$ cat src/opl_cfg.svh
// Register map, field positions and masks of the power loop configuration slice
`ifndef OPL_CFG_SVH
`define OPL_CFG_SVH

// Bus geometry
`define OPL_APB_ADDR_W     12
`define OPL_IDX_W          8

// Register indices, byte address is four times the index
`define OPL_IDX_LP_HIGH    8'h3f
`define OPL_IDX_LP_LOW     8'h40
`define OPL_IDX_CLK2       8'h41
`define OPL_IDX_STEP2      8'h42
`define OPL_IDX_FILT2      8'h43
`define OPL_IDX_CLK1       8'h44

// Writable bit masks, reserved bits stay zero
`define OPL_MASK_LP_HIGH   8'h1f
`define OPL_MASK_FULL      8'hff
`define OPL_MASK_STEP2     8'hcf
`define OPL_MASK_FILT2     8'hef

// Field positions
`define OPL_LP_HIGH_MSB    4
`define OPL_STEP_MSB       7
`define OPL_START_SEL_MSB  3
`define OPL_CKDIV_MSB      1
`define OPL_DEC_MSB        7
`define OPL_LINE_BIT       3
`define OPL_WAIT_MSB       2
`define OPL_HOLD_BIT       0

// Clock count table exponents
`define OPL_EXP_LONG       5
`define OPL_EXP_SHORT      4

`endif

$ cat src/opl_pkg.sv
// Types shared by the power loop configuration modules
package opl_pkg;

	typedef enum logic [1:0] {
		PH_IDLE     = 2'b00,
		PH_PRESCALE = 2'b01,
		PH_DIVIDED  = 2'b10
	} opl_phase_t;

	typedef struct packed {
		logic [7:0] lpHigh;
		logic [7:0] lpLow;
		logic [7:0] clkCounts2;
		logic [7:0] stepDiv2;
		logic [7:0] filtGate2;
		logic [7:0] clkCounts1;
	} opl_regs_t;

	typedef struct packed {
		logic       ready;
		logic       err;
		logic [7:0] rdata;
	} opl_apb_state_t;

	typedef struct packed {
		opl_regs_t  regs;
		logic       lpMeta;
		logic       lpSync;
		logic       lineMeta;
		logic       lineSync;
		logic       runPrev;
		opl_phase_t phase;
		logic [7:0] preCnt;
		logic [3:0] divCnt;
		logic       loopTick;
		logic       dividerOn;
		logic [9:0] driveCurrent;
		logic       driverOut;
		logic [12:0] target;
		logic [7:0] startCnt;
		logic [7:0] midCnt;
		logic [7:0] finestCnt;
		logic [7:0] divEnCnt;
		logic [31:0] ch1Counts;
		logic [5:0] stepSize;
		logic [4:0] divider;
		logic [7:0] decimation;
		logic [1:0] startDelay;
		logic       hold;
		logic       lineGated;
	} opl_core_state_t;

endpackage

$ cat src/opl_reg_if.sv
// Register access carrier between the APB port and the register bank
interface opl_reg_if;
	logic [11:0] addr;
	logic        wrStrobe;
	logic [7:0]  wrData;
	logic [7:0]  rdData;
	logic        hit;

	modport port (output addr, output wrStrobe, output wrData, input rdData, input hit);
	modport bank (input addr, input wrStrobe, input wrData, output rdData, output hit);
endinterface

$ cat src/opl_count_decode.sv
// Two-bit code to clock count table: 0, then 2^(BASE_EXP-1+code)-1
module opl_count_decode #(
	parameter int BASE_EXP = 5
) (
	// Code in
	input  logic [1:0] code,
	// Count out
	output logic [7:0] count
);
	logic [8:0] full;

	// Code zero means no clocks at all
	always_comb begin
		full  = (9'h001 << (BASE_EXP - 1 + int'(code))) - 9'h001;
		count = (code == 2'h0) ? 8'h00 : full[7:0];
	end
endmodule

$ cat src/opl_apb_port.sv
// APB slave handshake for the byte-wide configuration registers
module opl_apb_port (
	// Clock and reset
	input  logic        clk,
	input  logic        reset,
	// APB
	input  logic        psel,
	input  logic        penable,
	input  logic        pwrite,
	input  logic [11:0] paddr,
	input  logic [31:0] pwdata,
	output logic [31:0] prdata,
	output logic        pready,
	output logic        pslverr,
	// Register bank
	opl_reg_if.port     regs
);
	opl_pkg::opl_apb_state_t s;
	opl_pkg::opl_apb_state_t n;
	logic                    take;

	// One wait state keeps pready and prdata on flip-flops
	assign take          = psel && penable && !s.ready;
	assign regs.addr     = paddr;
	assign regs.wrData   = pwdata[7:0];
	assign regs.wrStrobe = take && pwrite && regs.hit;

	// Answer the access; unmapped addresses answer with an error
	always_comb begin
		n       = s;
		n.ready = 1'b0;
		n.err   = 1'b0;
		if (take) begin
			n.ready = 1'b1;
			n.err   = !regs.hit;
			n.rdata = (!pwrite && regs.hit) ? regs.rdData : 8'h00;
		end
	end

	always_ff @(posedge clk or posedge reset) begin
		if (reset) begin
			s <= '0;
		end else begin
			s <= n;
		end
	end

	// Upper data bits read as zero
	assign prdata  = {24'h000000, s.rdata};
	assign pready  = s.ready;
	assign pslverr = s.err;
endmodule

$ cat src/opl_power_loop_config.sv
// Power loop configuration registers of channels 0, 1 and 2, and channel 2 loop sequencing
`include "opl_cfg.svh"
module opl_power_loop_config (
	// Clock and reset
	input  logic        clk,
	input  logic        reset,
	// APB slave
	input  logic        psel,
	input  logic        penable,
	input  logic        pwrite,
	input  logic [11:0] paddr,
	input  logic [31:0] pwdata,
	output logic [31:0] prdata,
	output logic        pready,
	output logic        pslverr,
	// Pins from outside the clock domain
	input  logic        lowPowerSelectInput,
	input  logic        lineClockIn,
	// Loop datapath, same clock
	input  logic        loopEnableCh2,
	input  logic        driveRequestCh2,
	input  logic [9:0]  loopCodeCh2,
	input  logic [9:0]  storedOutputCodeCh2,
	input  logic [12:0] normalTargetCh0,
	// Channel 2 clock counts
	output logic [7:0]  startClockCountCh2,
	output logic [7:0]  middleClockCountCh2,
	output logic [7:0]  finestStepClockCountCh2,
	output logic [7:0]  dividerEnableCountCh2,
	// Channel 2 loop settings
	output logic [5:0]  firstStepSizeCh2,
	output logic [4:0]  loopClockDividerCh2,
	output logic [7:0]  filterDecimationCh2,
	output logic [1:0]  loopStartDelayCh2,
	output logic        loopHoldCh2,
	output logic        lineGatedOutputCh2,
	// Channel 2 loop activity
	output logic        loopTickCh2,
	output logic        dividerEnabledCh2,
	output logic [9:0]  driveCurrentCh2,
	output logic        driverOutputCh2,
	// Channel 0 target and channel 1 counts
	output logic [12:0] loopTargetCh0,
	output logic [31:0] clockCountsCh1
);
	opl_pkg::opl_core_state_t s;
	opl_pkg::opl_core_state_t n;

	opl_reg_if regIf ();

	logic [7:0] regIdx;
	logic       aligned;
	logic [1:0] codes [8];
	logic [7:0] counts [8];
	logic [1:0] stepCode;
	logic [1:0] divCode;
	logic [2:0] decCode;
	logic [1:0] startSel;
	logic [4:0] divLimit;

	// Bus handshake lives in its own small module
	opl_apb_port apbPort (
		.clk     (clk),
		.reset   (reset),
		.psel    (psel),
		.penable (penable),
		.pwrite  (pwrite),
		.paddr   (paddr),
		.pwdata  (pwdata),
		.prdata  (prdata),
		.pready  (pready),
		.pslverr (pslverr),
		.regs    (regIf.port)
	);

	// Word aligned index; upper address bits must be zero
	assign regIdx  = regIf.addr[9:2];
	assign aligned = (regIf.addr[1:0] == 2'h0) && (regIf.addr[11:10] == 2'h0);

	// read decode, reserved bits already zero
	always_comb begin
		regIf.hit    = 1'b0;
		regIf.rdData = 8'h00;
		if (!aligned) begin
			regIf.hit = 1'b0;
		end else if (regIdx == `OPL_IDX_LP_HIGH) begin
			regIf.hit    = 1'b1;
			regIf.rdData = s.regs.lpHigh;
		end else if (regIdx == `OPL_IDX_LP_LOW) begin
			regIf.hit    = 1'b1;
			regIf.rdData = s.regs.lpLow;
		end else if (regIdx == `OPL_IDX_CLK2) begin
			regIf.hit    = 1'b1;
			regIf.rdData = s.regs.clkCounts2;
		end else if (regIdx == `OPL_IDX_STEP2) begin
			regIf.hit    = 1'b1;
			regIf.rdData = s.regs.stepDiv2;
		end else if (regIdx == `OPL_IDX_FILT2) begin
			regIf.hit    = 1'b1;
			regIf.rdData = s.regs.filtGate2;
		end else if (regIdx == `OPL_IDX_CLK1) begin
			regIf.hit    = 1'b1;
			regIf.rdData = s.regs.clkCounts1;
		end
	end

	// Eight two-bit count fields: four of channel 2, four of channel 1
	genvar gi;
	generate
		for (gi = 0; gi < 8; gi++) begin : gCount
			localparam int POS = 7 - 2 * (gi % 4);
			localparam int EXP = ((gi % 4) == 0 || (gi % 4) == 3) ?
				`OPL_EXP_LONG : `OPL_EXP_SHORT;
			if (gi < 4) begin : gCh2
				assign codes[gi] = s.regs.clkCounts2[POS -: 2];
			end else begin : gCh1
				assign codes[gi] = s.regs.clkCounts1[POS -: 2];
			end
			opl_count_decode #(
				.BASE_EXP (EXP + 1)
			) countDecode (
				.code  (codes[gi]),
				.count (counts[gi])
			);
		end
	endgenerate

	// Field slices of the channel 2 control registers
	assign stepCode = s.regs.stepDiv2[`OPL_STEP_MSB -: 2];
	assign startSel = s.regs.stepDiv2[`OPL_START_SEL_MSB -: 2];
	assign divCode  = s.regs.stepDiv2[`OPL_CKDIV_MSB -: 2];
	assign decCode  = s.regs.filtGate2[`OPL_DEC_MSB -: 3];
	assign divLimit = s.divider - 5'h01;

	// Next state of the whole bank
	always_comb begin
		n          = s;
		n.loopTick = 1'b0;

		// Two flops on each pin before any use
		n.lpMeta   = lowPowerSelectInput;
		n.lpSync   = s.lpMeta;
		n.lineMeta = lineClockIn;
		n.lineSync = s.lineMeta;

		// writes masked so reserved bits never store
		if (regIf.wrStrobe) begin
			if (regIdx == `OPL_IDX_LP_HIGH) begin
				n.regs.lpHigh = regIf.wrData & `OPL_MASK_LP_HIGH;
			end else if (regIdx == `OPL_IDX_LP_LOW) begin
				n.regs.lpLow = regIf.wrData & `OPL_MASK_FULL;
			end else if (regIdx == `OPL_IDX_CLK2) begin
				n.regs.clkCounts2 = regIf.wrData & `OPL_MASK_FULL;
			end else if (regIdx == `OPL_IDX_STEP2) begin
				n.regs.stepDiv2 = regIf.wrData & `OPL_MASK_STEP2;
			end else if (regIdx == `OPL_IDX_FILT2) begin
				n.regs.filtGate2 = regIf.wrData & `OPL_MASK_FILT2;
			end else if (regIdx == `OPL_IDX_CLK1) begin
				n.regs.clkCounts1 = regIf.wrData & `OPL_MASK_FULL;
			end
		end

		n.startCnt  = counts[0];
		n.midCnt    = counts[1];
		n.finestCnt = counts[2];
		n.divEnCnt  = counts[3];
		n.ch1Counts = {counts[4], counts[5], counts[6], counts[7]};

		// first step size in output LSBs
		n.stepSize = (stepCode == 2'h0) ? 6'h01 : (6'h04 << stepCode);
		n.divider = (divCode == 2'h0) ? 5'h01 : (5'h02 << divCode);
		n.decimation = 8'h01 << decCode;
		n.startDelay = s.regs.filtGate2[`OPL_WAIT_MSB -: 2];
		n.hold       = s.regs.filtGate2[`OPL_HOLD_BIT];
		n.lineGated  = s.regs.filtGate2[`OPL_LINE_BIT];

		// Loop sequencing; start is the rising edge of the enable
		n.runPrev = loopEnableCh2;
		if (!loopEnableCh2) begin
			n.phase     = opl_pkg::PH_IDLE;
			n.dividerOn = 1'b0;
		end else if (!s.runPrev) begin
			n.phase     = opl_pkg::PH_PRESCALE;
			n.preCnt    = 8'h00;
			n.divCnt    = 4'h0;
			n.dividerOn = 1'b0;
			// output code chosen at loop start
			case (startSel)
				2'b00: n.driveCurrent = 10'h000;
				2'b01: n.driveCurrent = s.driveCurrent;
				2'b10: n.driveCurrent = storedOutputCodeCh2;
				default: n.driveCurrent = 10'h000;
			endcase
		end else if (!s.hold) begin
			case (s.phase)
				// undivided ticks until the enable count is reached
				opl_pkg::PH_PRESCALE: begin
					n.loopTick = 1'b1;
					if (s.preCnt >= s.divEnCnt) begin
						n.phase     = opl_pkg::PH_DIVIDED;
						n.dividerOn = 1'b1;
					end else begin
						n.preCnt = s.preCnt + 8'h01;
					end
				end
				opl_pkg::PH_DIVIDED: begin
					if ({1'b0, s.divCnt} >= divLimit) begin
						n.loopTick = 1'b1;
						n.divCnt   = 4'h0;
					end else begin
						n.divCnt = s.divCnt + 4'h1;
					end
				end
				default: begin
					n.phase = opl_pkg::PH_IDLE;
				end
			endcase
		end

		// held loop takes no ticks, so the code stays put
		if (n.loopTick) begin
			n.driveCurrent = loopCodeCh2;
		end

		// gate the driver with the synchronised line clock
		n.driverOut = driveRequestCh2 && (!s.lineGated || s.lineSync);

		// low-power target while the select pin is low
		if (s.lpSync) begin
			n.target = normalTargetCh0;
		end else begin
			n.target = {s.regs.lpHigh[`OPL_LP_HIGH_MSB:0], s.regs.lpLow};
		end
	end

	always_ff @(posedge clk or posedge reset) begin
		if (reset) begin
			s <= '0;
		end else begin
			s <= n;
		end
	end

	// Outputs straight from the state flops
	assign startClockCountCh2      = s.startCnt;
	assign middleClockCountCh2     = s.midCnt;
	assign finestStepClockCountCh2 = s.finestCnt;
	assign dividerEnableCountCh2   = s.divEnCnt;
	assign firstStepSizeCh2        = s.stepSize;
	assign loopClockDividerCh2     = s.divider;
	assign filterDecimationCh2     = s.decimation;
	assign loopStartDelayCh2       = s.startDelay;
	assign loopHoldCh2             = s.hold;
	assign lineGatedOutputCh2      = s.lineGated;
	assign loopTickCh2             = s.loopTick;
	assign dividerEnabledCh2       = s.dividerOn;
	assign driveCurrentCh2         = s.driveCurrent;
	assign driverOutputCh2         = s.driverOut;
	assign loopTargetCh0           = s.target;
	assign clockCountsCh1          = s.ch1Counts;
endmodule

$ cat config.mk
export PLATFORM = sky130hd
export DESIGN_NAME = opl_power_loop_config
export DESIGN_NICKNAME = d
export VERILOG_FILES = /design/src/opl_pkg.sv /design/src/opl_reg_if.sv /design/src/opl_count_decode.sv /design/src/opl_apb_port.sv /design/src/opl_power_loop_config.sv
export VERILOG_INCLUDE_DIRS = /design/src
export SDC_FILE = /design/constraint.sdc
export NUM_CORES = 1
export LEC_CHECK = 0
export BUFFER_PORTS_ARGS = -buffer_cell sky130_fd_sc_hd__buf_4
export CAP_MARGIN = 20
export CORE_MARGIN = 1
export CORE_UTILIZATION = 50
export CTS_CLUSTER_DIAMETER = 150
export DETAILED_ROUTE_END_ITERATION = 12
export PLACE_DENSITY = 0.88
export SLEW_MARGIN = 15
export SYNTH_ARGS = -nofsm -noshare
export SYNTH_HDL_FRONTEND = slang
export SYNTH_SLANG_ARGS = --single-unit
$ cat constraint.sdc
create_clock -name clk -period 6.05 [get_ports clk]
set_clock_uncertainty 0.1 [all_clocks]
set_input_delay 0.9075 -clock clk [delete_from_list [all_inputs] [get_ports clk]]
set_output_delay 0.9075 -clock clk [all_outputs]
set_load 0.01 [all_outputs]
* Yosys cells after proc, flatten, opt, wreduce, memory -nomap -nowiden *
Cells that the tools add are included.

storage, ports and cells
  bits of input ports = 86
  register bits = 184

operators by class
  reduce and logical (&&, ||, !) cells = 36
  bitwise operators = 5
  shift operators = 11
  equality and inequality tests = 21
  $add $sub $neg = 19
  mux-type cells = 48
  magnitude comparators = 2

operator list
  kind                                                   number
  left shift 1 x 32 -> 8 bit, first input constant       8
  two-way mux 8 bit                                      18
  subtractor 8 x 1 -> 8 bit, second input constant       8
  equality test 8 x 7 -> 1 bit, second input constant    5
  two-way mux 10 bit                                     4
  adder 3 x 2 -> 4 bit, first input constant             8
  logical NOT 2 bit                                      12
  case mux 10 bit (2 select lines)                       1
  two-way mux 16 bit                                     1
  AND reduction 3 bit                                    5
  two-way mux 1 bit                                      14
  two-way mux 14 bit                                     1
  two-way mux 13 bit                                     1
  adder 8 x 1 -> 8 bit, second input constant            1
  equality test 8 x 6 -> 1 bit, second input constant    1
  >= comparator 8 bit                                    1
  two-way mux 4 bit                                      2
  AND reduction 4 bit                                    2
  left shift 1 x 3 -> 8 bit, first input constant        1
  logical AND 1 bit                                      7
  AND reduction 7 bit                                    1
  two-way mux 6 bit                                      1
  inequality test 2 x 1 -> 1 bit, second input constant  3
  inequality test 2 bit, second input constant           3
  21 further kinds                                       33

* Logic depth before layout (Yosys ltp) *
Gate-level depths: netlist of the first run.

  depth after elaboration = 11
  gate-level depth with buffers = 10
  depth with buffers taken out = 9

* Hierarchy *
From an unflattened synthesis of the first run, not the netlist that was laid out.

unflattened totals
  cells, all modules = 781
  area total of the unflattened synthesis = 8914.8 sq um

by module, submodules not included
  module                                        seq. area each (sq um)  cells an instance  times used  area each (sq um)
  opl_power_loop_config                         4279.1                  637                1           7652.3
  opl_apb_port                                  250.2                   76                 1           807.0
  opl_count_decode (gCount[1].countDecode ...)  0.0                     9                  4           58.8
  opl_count_decode (gCount[0].countDecode ...)  0.0                     8                  4           55.1

* Least setup slack after synthesis of the first run *
Ideal clock, no wire load.

  path kind = input port to flip-flop
  from = in paddr[5]
  to = reg s (netlist bit codes[0])
  arrival time = 2.291 ns
  slack = 3.534 ns
  stages on the path = 6
  path through = nor4b_4 -> and2b_1 -> and3_1 -> and2b_1 -> buf_4 -> mux2_2

on the way
  cells in the longest elaborated chain, start to end = 10
  elaborated cells between the ends (all ways) = 20
  those cells by class = eq/ne (6); mux (7); bitwise (5); reduce/logical (2)

ends and longest elaborated chain
  what                                    RTL line                      text
  from (decl)                             opl_power_loop_config.sv:11   input logic [11:0] paddr,
  equality test 8 x 7 -> 1 bit (no line)  n/a
  two-way mux 1 bit                       opl_power_loop_config.sv:101  end else if (regIdx == `OPL_IDX_CLK1) begin
  two-way mux 1 bit                       opl_power_loop_config.sv:98   end else if (regIdx == `OPL_IDX_FILT2) begin
  two-way mux 1 bit                       opl_power_loop_config.sv:95   end else if (regIdx == `OPL_IDX_STEP2) begin
  two-way mux 1 bit                       opl_power_loop_config.sv:92   end else if (regIdx == `OPL_IDX_CLK2) begin
  two-way mux 1 bit                       opl_power_loop_config.sv:89   end else if (regIdx == `OPL_IDX_LP_LOW) begin
  two-way mux 1 bit                       opl_power_loop_config.sv:86   end else if (regIdx == `OPL_IDX_LP_HIGH) begin
  two-way mux 1 bit                       opl_power_loop_config.sv:84   if (!aligned) begin
  logical AND 1 bit                       opl_apb_port.sv:26            assign regs.wrStrobe = take && pwrite && regs.hit;
  AND reduction 7 bit (no line) *         n/a
  to (signal assigned)                    opl_power_loop_config.sv:240  s <= n;
  to (decl)                               opl_power_loop_config.sv:46   opl_pkg::opl_core_state_t s;

Mark *: on every way between the ends. The rest lies on a longest branch, timed or not.
A chain may end at the register's enable or synchronous reset.

* Worst setup path in the final report of the first run *
  from = reg s (netlist bit loopClockDividerCh2[0])
  to = reg s (netlist bit driveCurrentCh2[8])

on the way
  cells in the longest elaborated chain, start to end = 9
  elaborated cells between the ends (all ways) = 12
  those cells by class = add/sub (1); order compare (1); eq/ne (2); mux (6); reduce/logical (2)

ends and longest elaborated chain
  what                                                           RTL line                      text
  subtractor 5 x 1 -> 5 bit *                                    opl_power_loop_config.sv:133  assign divLimit = s.divider - 5'h01;
  >= comparator 4 x 5 -> 1 bit *                                 opl_power_loop_config.sv:207  if ({1'b0, s.divCnt} >= divLimit) begin
  two-way mux 1 bit *                                            opl_power_loop_config.sv:207
  case mux 1 bit (2 select lines) *                              opl_power_loop_config.sv:195  case (s.phase)
  two-way mux 16 bit *                                           opl_power_loop_config.sv:194  end else if (!s.hold) begin
  two-way mux 1 bit *                                            opl_power_loop_config.sv:182  end else if (!s.runPrev) begin
  two-way mux 1 bit *                                            opl_power_loop_config.sv:179  if (!loopEnableCh2) begin
  inequality test 2 bit (no line), or another cell as far along  n/a
  AND reduction 3 bit (no line)                                  n/a

Mark *: on every way between the ends. The rest lies on a longest branch, timed or not. The select of a mux whose other input is x is not followed.

==> summary.md, run 1 <==
| Metric | Value |
|---|---|
| Crit end category | `flip-flop` |
| Yosys reg bits | `145` |
| Slew Limit Fails | `0` |
| Max Cap Violations | `0` |
| Post-CTS sizing | `0` |
| Area grow syn2layout | `16.0%` |
| Num ports | `233` |
| Core area | `14,100 um^2` |
| RSZ-0062 raised after global routing | `no` |
| Initial antenna violation count | `0` |
| Vias in the first global route | `4,745` |
| Distinct cells, synth | `66` |
| CTS tree | `built` |
| Post-CTS Setup Inserts | `0` |
| ANT cells | `0` |
| EDFF count, synth | `0` |
| Root buf cell | `clkbuf_16` |
| Startpoint types | `flip-flop` |
| Post-CTS Hold Buffers | `0` |
| VDD IR max | `182 uV` |
| Top sig layer | `met4` |
| Die width | `123 um` |
| Min-Delay Path Class | `flip-flop to flip-flop` |
| Met1 wire length | `6160 um` |
| Main flop type after synthesis | `dfrtp_1` |
| Gr usage total | `0.212` |
| Finished Layout Cells | `927` |
| Largest area contributor in the netlist | `dfrtp_1` |
| Pwr dens | `252 nW/um^2` |
| Synth Instances | `660` |
| Post-DP HPWL | `11,200 um` |
| Max FO, Critical Path | `11` |
| Static Leak | `4.46 nW` |
| Final Core Density | `0.604` |
| WP data required | `6250 ps` |
| Layout cells sized above 1 | `0.407` |
| CTS H-Tree Depth | `4` |
| Worst path max stage delay | `760 ps` |
| Initial Util | `0.521` |
| Met2 WL post-DR | `7790 um` |
| Clock Sinks | `145` |
| Fin crit period | `3110 ps` |
| Fmax | `322 MHz` |
| CP Class | `flip-flop to flip-flop` |
| CP max-delay cell | `o21ai_1` |
| Site Rows | `43` |
| Ranking of synthesized cells by area | `dfrtp_1, buf_4, mux2_2, ha_1, nand2_1` |
| Worst relative slew slack | `0.325` |
| Residual DRC | `0` |
| Deepest clock path buffer count | `2` |
| Register clock-pin slew on the reported worst setup and hold paths | `60 ps` |
| DIE AREA | `15,200 um^2` |
| TritonCTS Buffers | `17` |
| Mapped Area | `7340 um^2` |
| Most frequent cells after synthesis | `dfrtp_1, buf_4, mux2_2, nand2_1, nor2_1` |
| Placed Instances | `895` |
| Routability Congestion | `0.841` |
| Most numerous cell in the Yosys netlist | `dfrtp_1` |
| Final WL | `15,500 um` |
| Final Hold Fails | `0` |
| Worst-Margin Slew | `1010 ps` |
| Grt total ovfl | `0` |
| Largest net degree at the start of global routing | `96` |
| TNS Setup | `0 ps` |
| Avg Synthesized Cell Area | `11.1 um^2` |
| First-pass GRT wire length | `23,800 um` |
| Register area share after synthesis | `0.494` |
| Drt pass-1 iters | `5` |
| Clk_lat worst skew | `420 ps` |
| Final period util | `0.513` |
| Post-detailed-route count of antenna-violating nets | `0` |
| Worst path cell trace | `inv_1 > ha_1 > xnor2_1 > ha_1 > a2111oi_1 > nor4_1 > o21ai_1 > mux2_2` |
| Crit path top cell by count | `ha_1` |
| FFs w/ async S/R, synth | `1.00` |
| Chip height | `123 um` |
| Met3 WL | `1300 um` |
| Vias | `4,823` |
| Post-synth top area share | `0.494` |
| CP arrival | `3300 ps` |
| DRT iter0 DRCs | `257` |
| Setup-failing EPs final | `0` |
| Nets | `837` |
| I/O Buffers | `181` |
| Wirelength per Cell | `16.7 um` |
| Status | `complete, no violations` |
| Yosys warning count | `0` |
| Via/cell ratio | `5.20` |
==> metrics by stage <==
stage	power, mW	hold slack, ps	setup slack (ps)	cell area, um^2
floorplan	1.12	231	1150	7450
global placement	1.16	234	2990	7950
detailed placement	1.17	235	2990	7950
CTS	2.16	248	2940	8520
global route	2.23	257	2690	8520
finish	2.14	246	2940	8520
==> worst paths after layout <==
| path | startpoint | to | slack (ps) | depth (start not counted) |
|---|---|---|---|---|
| worst min register to register | n[128]$_DFF_PP0_ | s[128]$_DFF_PP0_ | 250 | 0 |
| max in group asynchronous | reset | finestStepClockCountCh2[7]$_DFF_PP0_ | 4160 | 3 |
| min in group asynchronous | reset | firstStepSizeCh2[5]$_DFF_PP0_ | 540 | 2 |
| worst min-delay path | n[128]$_DFF_PP0_ | s[128]$_DFF_PP0_ | 250 | 0 |
| worst max-delay path | loopClockDividerCh2[0]$_DFF_PP0_ | driveCurrentCh2[8]$_DFFE_PP0P_ | 2940 | 8 |
| worst max register to register | loopClockDividerCh2[0]$_DFF_PP0_ | driveCurrentCh2[8]$_DFFE_PP0P_ | 2940 | 8 |
==> power breakdown <==
part	total, mW	internal (mW)	switching (mW)
clock	0.996	0.618	0.378
sequential	0.998	0.985	0.0133
combinational	0.151	0.0641	0.0864
total	2.14	1.67	0.478
==> worst max-delay path: cells and delay by family (launching register included) <==
kind                     cells  cell delay [ps]
AO/OA/AOI/OAI                2             1340
multiplexers                 1              430
adder cells (fa/ha/maj)      2              400
flip-flops                   1              390
XOR/XNOR                     1              130
AND/OR/NAND/NOR              1              120
buffers and inverters        1               80
==> cell type report <==
| type | instances | area, um^2 |
|---|---|---|
| clock inverter | 5 | 50.0 |
| tap | 180 | 225 |
| clock buffer | 27 | 513 |
| inverter | 21 | 83.8 |
| fill | 1153 | 5580 |
| sequential | 145 | 3630 |
| timing repair buffer | 182 | 1370 |
| multi-input combinational | 367 | 2650 |
==> routing by layer <==
| metal | vias up | track usage |
|---|---|---|
| met5 | - | 0 |
| li1 | 2257 | - |
| met1 | 2360 | 0.247 |
| met3 | 18 | 0.0789 |
| met4 | 0 | 0.0761 |
| met2 | 188 | 0.356 |
==> registers in the layout (all words and copies together) (netlist names), 2 cells and up <==
register                 flops
filterDecimationCh2          8
codes                       16
driveCurrentCh2             10
loopTargetCh0               13
s                           34
loopStartDelayCh2            2
n                            6
dividerEnableCountCh2        3
loopClockDividerCh2          4
finestStepClockCountCh2      4
startClockCountCh2           3
decCode                      3
middleClockCountCh2          4
divCode                      2
apbPort.prdata               8
firstStepSizeCh2             4
clockCountsCh1              14
==> placed cells by master (no fill, tap or decap), types with 3 or more instances in the layout <==
cell type,instances
or2_2,9
dfrtp_1,145
ha_1,17
o22ai_1,6
a21oi_1,10
buf_4,182
clkbuf_16,17
nand4_1,4
a21o_1,4
nand2_2,3
a32o_1,4
nand3_1,20
and2_1,10
inv_1,19
and3_1,4
nor3b_1,4
a211oi_1,4
mux2_2,70
clkbuf_8,5
o21ai_0,12
a21boi_0,4
nor4_4,3
a22o_1,8
nand3b_1,3
nand2b_1,3
nor2_1,27
clkinv_2,4
o211ai_1,3
nand2_1,46
conb_1,31
clkbuf_1,5
nor3_1,10
nor2b_1,5
==> cells by family (layout without fill, tap and decap cells) <==
family / Yosys count / after routing / synth area share
buffers and inverters: 178 / 235 / 0.160
and+or+nand+nor: 168 / 168 / 0.128
DFF: 145 / 145 / 0.494
AOI/OAI and AO/OA: 77 / 77 / 0.0760
muxes: 72 / 72 / 0.110
adders and majority gates: 17 / 17 / 0.0290
xor gates and xnor gates: 2 / 2 / 0.00239
other: 1 / 31 / 0.000511
Power figures use the tool's default switching activity.
==> inputs of run 2 (changes only) <==
- CORE_UTILIZATION: 50 -> 47
- PLACE_DENSITY: 0.88 -> 0.87
- clock period: 6.05 -> 2.6 ns (I/O delays scaled with it)
==> run 2 against run 1 <==
Effect of this change: clock power rose to 2.6 times the previous value; critical endpoint is now driveCurrentCh2[0]$_DFFE_PP0P_; critical path type unchanged; register-to-register slack worse by 2700 ps; maximum frequency up 31%; clock-buffer cell count down 5; power up 150%; global-route usage down 1.2 points.
==> summary.md, run 2 (synthesis results as in run 1) <==
| Metric | Value |
|---|---|
| Startpoint types | `flip-flop` |
| Filler cell count | `1,239` |
| Crit end category | `flip-flop` |
| Final Hold Fails | `0` |
| Max Cap Violations | `0` |
| Worst-Margin Slew | `801 ps` |
| Biggest register | `s` |
| Num ports | `233` |
| Drt pass-1 iters | `4` |
| Wirelength per Cell | `16.4 um` |
| Crit path top cell by count | `ha_1` |
| DIE AREA | `16,100 um^2` |
| CTS H-Tree Depth | `4` |
| RR Endpoint | `driveCurrentCh2[0]$_DFFE_PP0P_` |
| Leading cell type in the layout, fill and taps excluded | `buf_4` |
| Fin crit period | `2370 ps` |
| Post-DP HPWL | `11,600 um` |
| Chip height | `127 um` |
| Post-CTS Setup Inserts | `0` |
| Die width | `127 um` |
| Hold Path End | `s[127]$_DFF_PP0_` |
| VDD IR max | `459 uV` |
| Pwr dens | `603 nW/um^2` |
| Initial Util | `0.483` |
| DRT iter0 DRCs | `290` |
| Clock Sinks | `145` |
| Slew Limit Fails | `0` |
| FF-to-FF setup slack | `230 ps` |
| Final period util | `0.912` |
| WP data required | `2790 ps` |
| Worst relative slew slack | `0.466` |
| Static Leak | `4.58 nW` |
| Largest net degree at the start of global routing | `63` |
| Post-detailed-route count of antenna-violating nets | `0` |
| Cells on Worst Hold Path | `1` |
| Final WL | `15,600 um` |
| Clk_lat worst skew | `420 ps` |
| Hold path start | `loopEnableCh2` |
| Worst path cell trace | `inv_1 > ha_1 > xnor2_1 > ha_1 > a2111oi_4 > nor4_1 > o21ai_1 > buf_4 > mux2_2` |
| Nets | `854` |
| Gr usage total | `0.199` |
| Min-Delay Path Class | `input port to flip-flop` |
| Setup-failing EPs final | `0` |
| RSZ-0062 raised after global routing | `no` |
| Status | `complete, no violations` |
| Area grow syn2layout | `19.4%` |
| Residual DRC | `0` |
| Worst r2r src | `loopClockDividerCh2[0]$_DFF_PP0_` |
| Initial antenna violation count | `0` |
| Worst Hold Slack | `42.5 ps` |
| Vias in the first global route | `4,763` |
| Register clock-pin slew on the reported worst setup and hold paths | `60 ps` |
| Layout cells sized above 1 | `0.422` |
| Max reg flops | `34` |
| TNS Setup | `0 ps` |
| Routability Congestion | `0.827` |
| CP max-delay cell | `a2111oi_4` |
| I/O Buffers | `181` |
| CP arrival | `2570 ps` |
| TritonCTS Buffers | `17` |
| Max FO, Critical Path | `11` |
| Deepest clock path buffer count | `2` |
| First-pass GRT wire length | `24,400 um` |
| Core area | `15,200 um^2` |
| Fmax | `422 MHz` |
| Via/cell ratio | `5.13` |
| Most frequent cells in the layout | `buf_4, dfrtp_1, mux2_2` |
| Vias | `4,877` |
| Root buf cell | `clkbuf_16` |
| Site Rows | `45` |
| Worst r2r path cells | `9` |
| ANT cells | `0` |
| CTS tree | `built` |
| Grt total ovfl | `0` |
| Worst path max stage delay | `390 ps` |
| CP Class | `flip-flop to flip-flop` |
## run 2: worst max-delay path, delay by kind of cell, from the launching register on
| kind | cells | cell delay (ps) |
|---|---|---|
| compound gates | 2 | 510 |
| flops | 1 | 350 |
| xor+xnor | 1 | 130 |
| buf+inv | 2 | 280 |
| simple gates | 1 | 100 |
| fa+ha+maj | 2 | 440 |
| mux | 1 | 350 |
## run 2: how the worst max path moves through the flow
stage          slack, ps                        endpoint  cells after the start                             start
6_report             230  driveCurrentCh2[0]$_DFFE_PP0P_                      9  loopClockDividerCh2[0]$_DFF_PP0_
5_1_grt               80  driveCurrentCh2[3]$_DFFE_PP0P_                      9  loopClockDividerCh2[0]$_DFF_PP0_
4_1_cts               10  driveCurrentCh2[0]$_DFFE_PP0P_                      9  loopClockDividerCh2[0]$_DFF_PP0_
3_5_place_dp          50  driveCurrentCh2[0]$_DFFE_PP0P_                      9  loopClockDividerCh2[0]$_DFF_PP0_
3_3_place_gp         140  driveCurrentCh2[0]$_DFFE_PP0P_                      9  loopClockDividerCh2[0]$_DFF_PP0_
2_1_floorplan        170  driveCurrentCh2[0]$_DFFE_PP0P_                      9  loopClockDividerCh2[0]$_DFF_PP0_
## run 2: metrics by stage
| step | setup WS (ps) | power [mW] | area [um^2] | std cells | util |
|---|---|---|---|---|---|
| 2_1_floorplan | 172 | 2.60 | 7460 | 690 | - |
| 3_3_place_gp | 143 | 2.71 | 8080 | 917 | 0.532 |
| 3_5_place_dp | 52.9 | 2.72 | 8080 | 917 | 0.532 |
| 4_1_cts | 10.1 | 5.33 | 8750 | 951 | 0.575 |
| 5_1_grt | 78.1 | 5.49 | 8770 | 951 | 0.577 |
| 6_report | 229 | 5.29 | 8770 | 951 | 0.577 |
## run 2: power by group
| part | switching, mW | leakage (nW) | internal, mW |
|---|---|---|---|
| Sequential | 0.0317 | 1.97 | 2.29 |
| Clock | 0.900 | 0.308 | 1.70 |
| Combinational | 0.205 | 2.30 | 0.160 |
| Total | 1.14 | 4.58 | 4.15 |
## run 2: routing by layer
metal  GRT usage  part of all wire  up-vias
met5           0                 0        -
met4      0.0427             0.011        0
met3      0.0658             0.072       15
met2       0.343              0.51      166
met1       0.244              0.40     2401
li1            -                 -     2295
## run 2: layout make-up
cell class	instances	area, um^2	share of cell area
Clock buffer	22	484	0.0552
Clock inverter	9	154	0.0176
Inverter	21	82.6	0.00942
Multi-Input combinational cell	367	2670	0.304
Sequential cell	145	3630	0.414
Tap cell	188	235	0.0268
Timing Repair Buffer	199	1510	0.173
## run 2: what timing repair did
action / 4_1_cts / 5_1_grt
setup endpoints to repair: 0 / 13
gates resized for setup: 0 / 3
endpoints found under the hold margin: 15 / 0
hold buffers: 3 / 0
==> inputs of run 3 (changes only) <==
- CORE_UTILIZATION: 47 -> 40
- PLACE_DENSITY: 0.87 -> 0.74
- RECOVER_POWER: unset -> 25
- clock period: 2.6 -> 2.95 ns (I/O delays scaled with it)
==> run 3 against run 2 <==
Effect of this change: cell area down 0.64%; sequential power is 12% lower; routed wire length increased by 0.82%; largest cell class unchanged; maximum frequency is 9.6% lower; non-clock buffer count fell by 10; utilization shrank 9.2 points.
==> summary.md, run 3 (synthesis results as in run 1) <==
| Metric | Value |
|---|---|
| CTS H-Tree Depth | `4` |
| Worst Hold Slack | `53.7 ps` |
| Post-DP HPWL | `11,800 um` |
| Fmax | `381 MHz` |
| Vias | `4,829` |
| Worst-Margin Slew | `1150 ps` |
| Root buf cell | `clkbuf_16` |
| Num ports | `233` |
| Max reg flops | `34` |
| Vias in the first global route | `4,696` |
| Wirelength per Cell | `16.0 um` |
| CP arrival | `2820 ps` |
| Setup-failing EPs final | `0` |
| Nets | `844` |
| Most frequent cells in the layout | `buf_4, dfrtp_1, mux2_2` |
| Static Leak | `4.52 nW` |
| Post-detailed-route count of antenna-violating nets | `0` |
| TritonCTS Buffers | `17` |
| Initial antenna violation count | `0` |
| Final period util | `0.889` |
| Final Hold Fails | `0` |
| DIE AREA | `18,900 um^2` |
| Clock Sinks | `145` |
| Residual DRC | `0` |
| ANT cells | `0` |
| Max FO, Critical Path | `11` |
| Via/cell ratio | `4.91` |
| Clk_lat worst skew | `410 ps` |
| Post-CTS sizing | `0` |
| Site Rows | `49` |
| Drt pass-1 iters | `6` |
| Routability Congestion | `0.822` |
| TNS Setup | `0 ps` |
| Area grow syn2layout | `18.7%` |
| Core area | `18,000 um^2` |
| I/O Buffers | `181` |
| Chip height | `137 um` |
| Gr usage total | `0.174` |
| WP data required | `3140 ps` |
| Startpoint types | `flip-flop` |
| Grt total ovfl | `0` |
| Post-CTS Setup Inserts | `0` |
| Crit end category | `flip-flop` |
| CTS tree | `built` |
| Register clock-pin slew on the reported worst setup and hold paths | `60 ps` |
| Min-Delay Path Class | `input port to flip-flop` |
| Layout cells sized above 1 | `0.415` |
| Die width | `137 um` |
| VDD IR max | `408 uV` |
| Worst relative slew slack | `0.234` |
| Pwr dens | `541 nW/um^2` |
| Fin crit period | `2620 ps` |
| Final WL | `15,800 um` |
| Status | `complete, no violations` |
| Slew Limit Fails | `0` |
| RSZ-0062 raised after global routing | `no` |
| Largest net degree at the start of global routing | `47` |
| Initial Util | `0.409` |
| Deepest clock path buffer count | `2` |
| Biggest register | `s` |
| Max Cap Violations | `0` |
| Leading cell type in the layout, fill and taps excluded | `buf_4` |
| CP Class | `flip-flop to flip-flop` |
| Post-CTS Hold Buffers | `1` |
| First-pass GRT wire length | `24,500 um` |
| DRT iter0 DRCs | `170` |
run 3: metrics by stage:
stage | instances | cell area [um^2] | util | setup WS (ps) | power (mW)
finish | 983 | 8710 | 0.485 | 328 | 4.71
floorplan | 690 | 7460 | - | 522 | 2.29
global route | 983 | 8710 | 0.485 | 108 | 4.91
global placement | 950 | 8070 | 0.449 | 356 | 2.39
detailed placement | 950 | 8070 | 0.449 | 296 | 2.40
CTS | 983 | 8730 | 0.486 | 300 | 4.78
run 3: final cells by class:
| cell class | instances | area, um^2 |
|---|---|---|
| clock inverter | 13 | 199 |
| multi-input combinational | 367 | 2650 |
| fill | 1672 | 9250 |
| clock buffer | 19 | 453 |
| timing repair buffer | 189 | 1420 |
| tap | 229 | 287 |
| inverter | 21 | 80.1 |
| sequential | 145 | 3630 |
run 3: path summary, 6_finish.rpt:
path	startpoint	end	slack, ps	cells after the start
worst max-delay path	loopClockDividerCh2[0]$_DFF_PP0_	driveCurrentCh2[5]$_DFFE_PP0P_	330	9
worst max register to register	loopClockDividerCh2[0]$_DFF_PP0_	driveCurrentCh2[5]$_DFFE_PP0P_	330	9
min in group asynchronous	reset	s[176]$_DFFE_PP0P_	630	3
max in group asynchronous	reset	codes[6]$_DFFE_PP0P_	550	4
worst min-delay path	lineClockIn	n[128]$_DFF_PP0_	50	1
worst min register to register	n[128]$_DFF_PP0_	s[128]$_DFF_PP0_	250	0
run 3: worst max-delay path, stage by stage, from the launching register on:
cell	delay, ps
dfrtp_1	390
inv_1	80
ha_1	210
xnor2_1	140
ha_1	210
a2111oi_1	540
nor4_1	120
o21ai_1	140
buf_4	210
mux2_2	350
run 3: power by group:
part / internal (mW) / switching [mW] / leakage, nW / total, mW
clock: 1.48 / 0.873 / 0.318 / 2.35
sequential: 2.02 / 0.0291 / 1.97 / 2.05
combinational: 0.134 / 0.177 / 2.23 / 0.311
run 3: layer usage:
metal | track usage | share of wire | vias to the layer above | routed length (um)
li1 | - | - | 2272 | -
met1 | 0.204 | 0.40 | 2351 | 6360
met2 | 0.296 | 0.50 | 191 | 7810
met3 | 0.0655 | 0.091 | 15 | 1430
met4 | 0.0482 | 0.011 | 0 | 166
met5 | 0 | 0 | - | 0
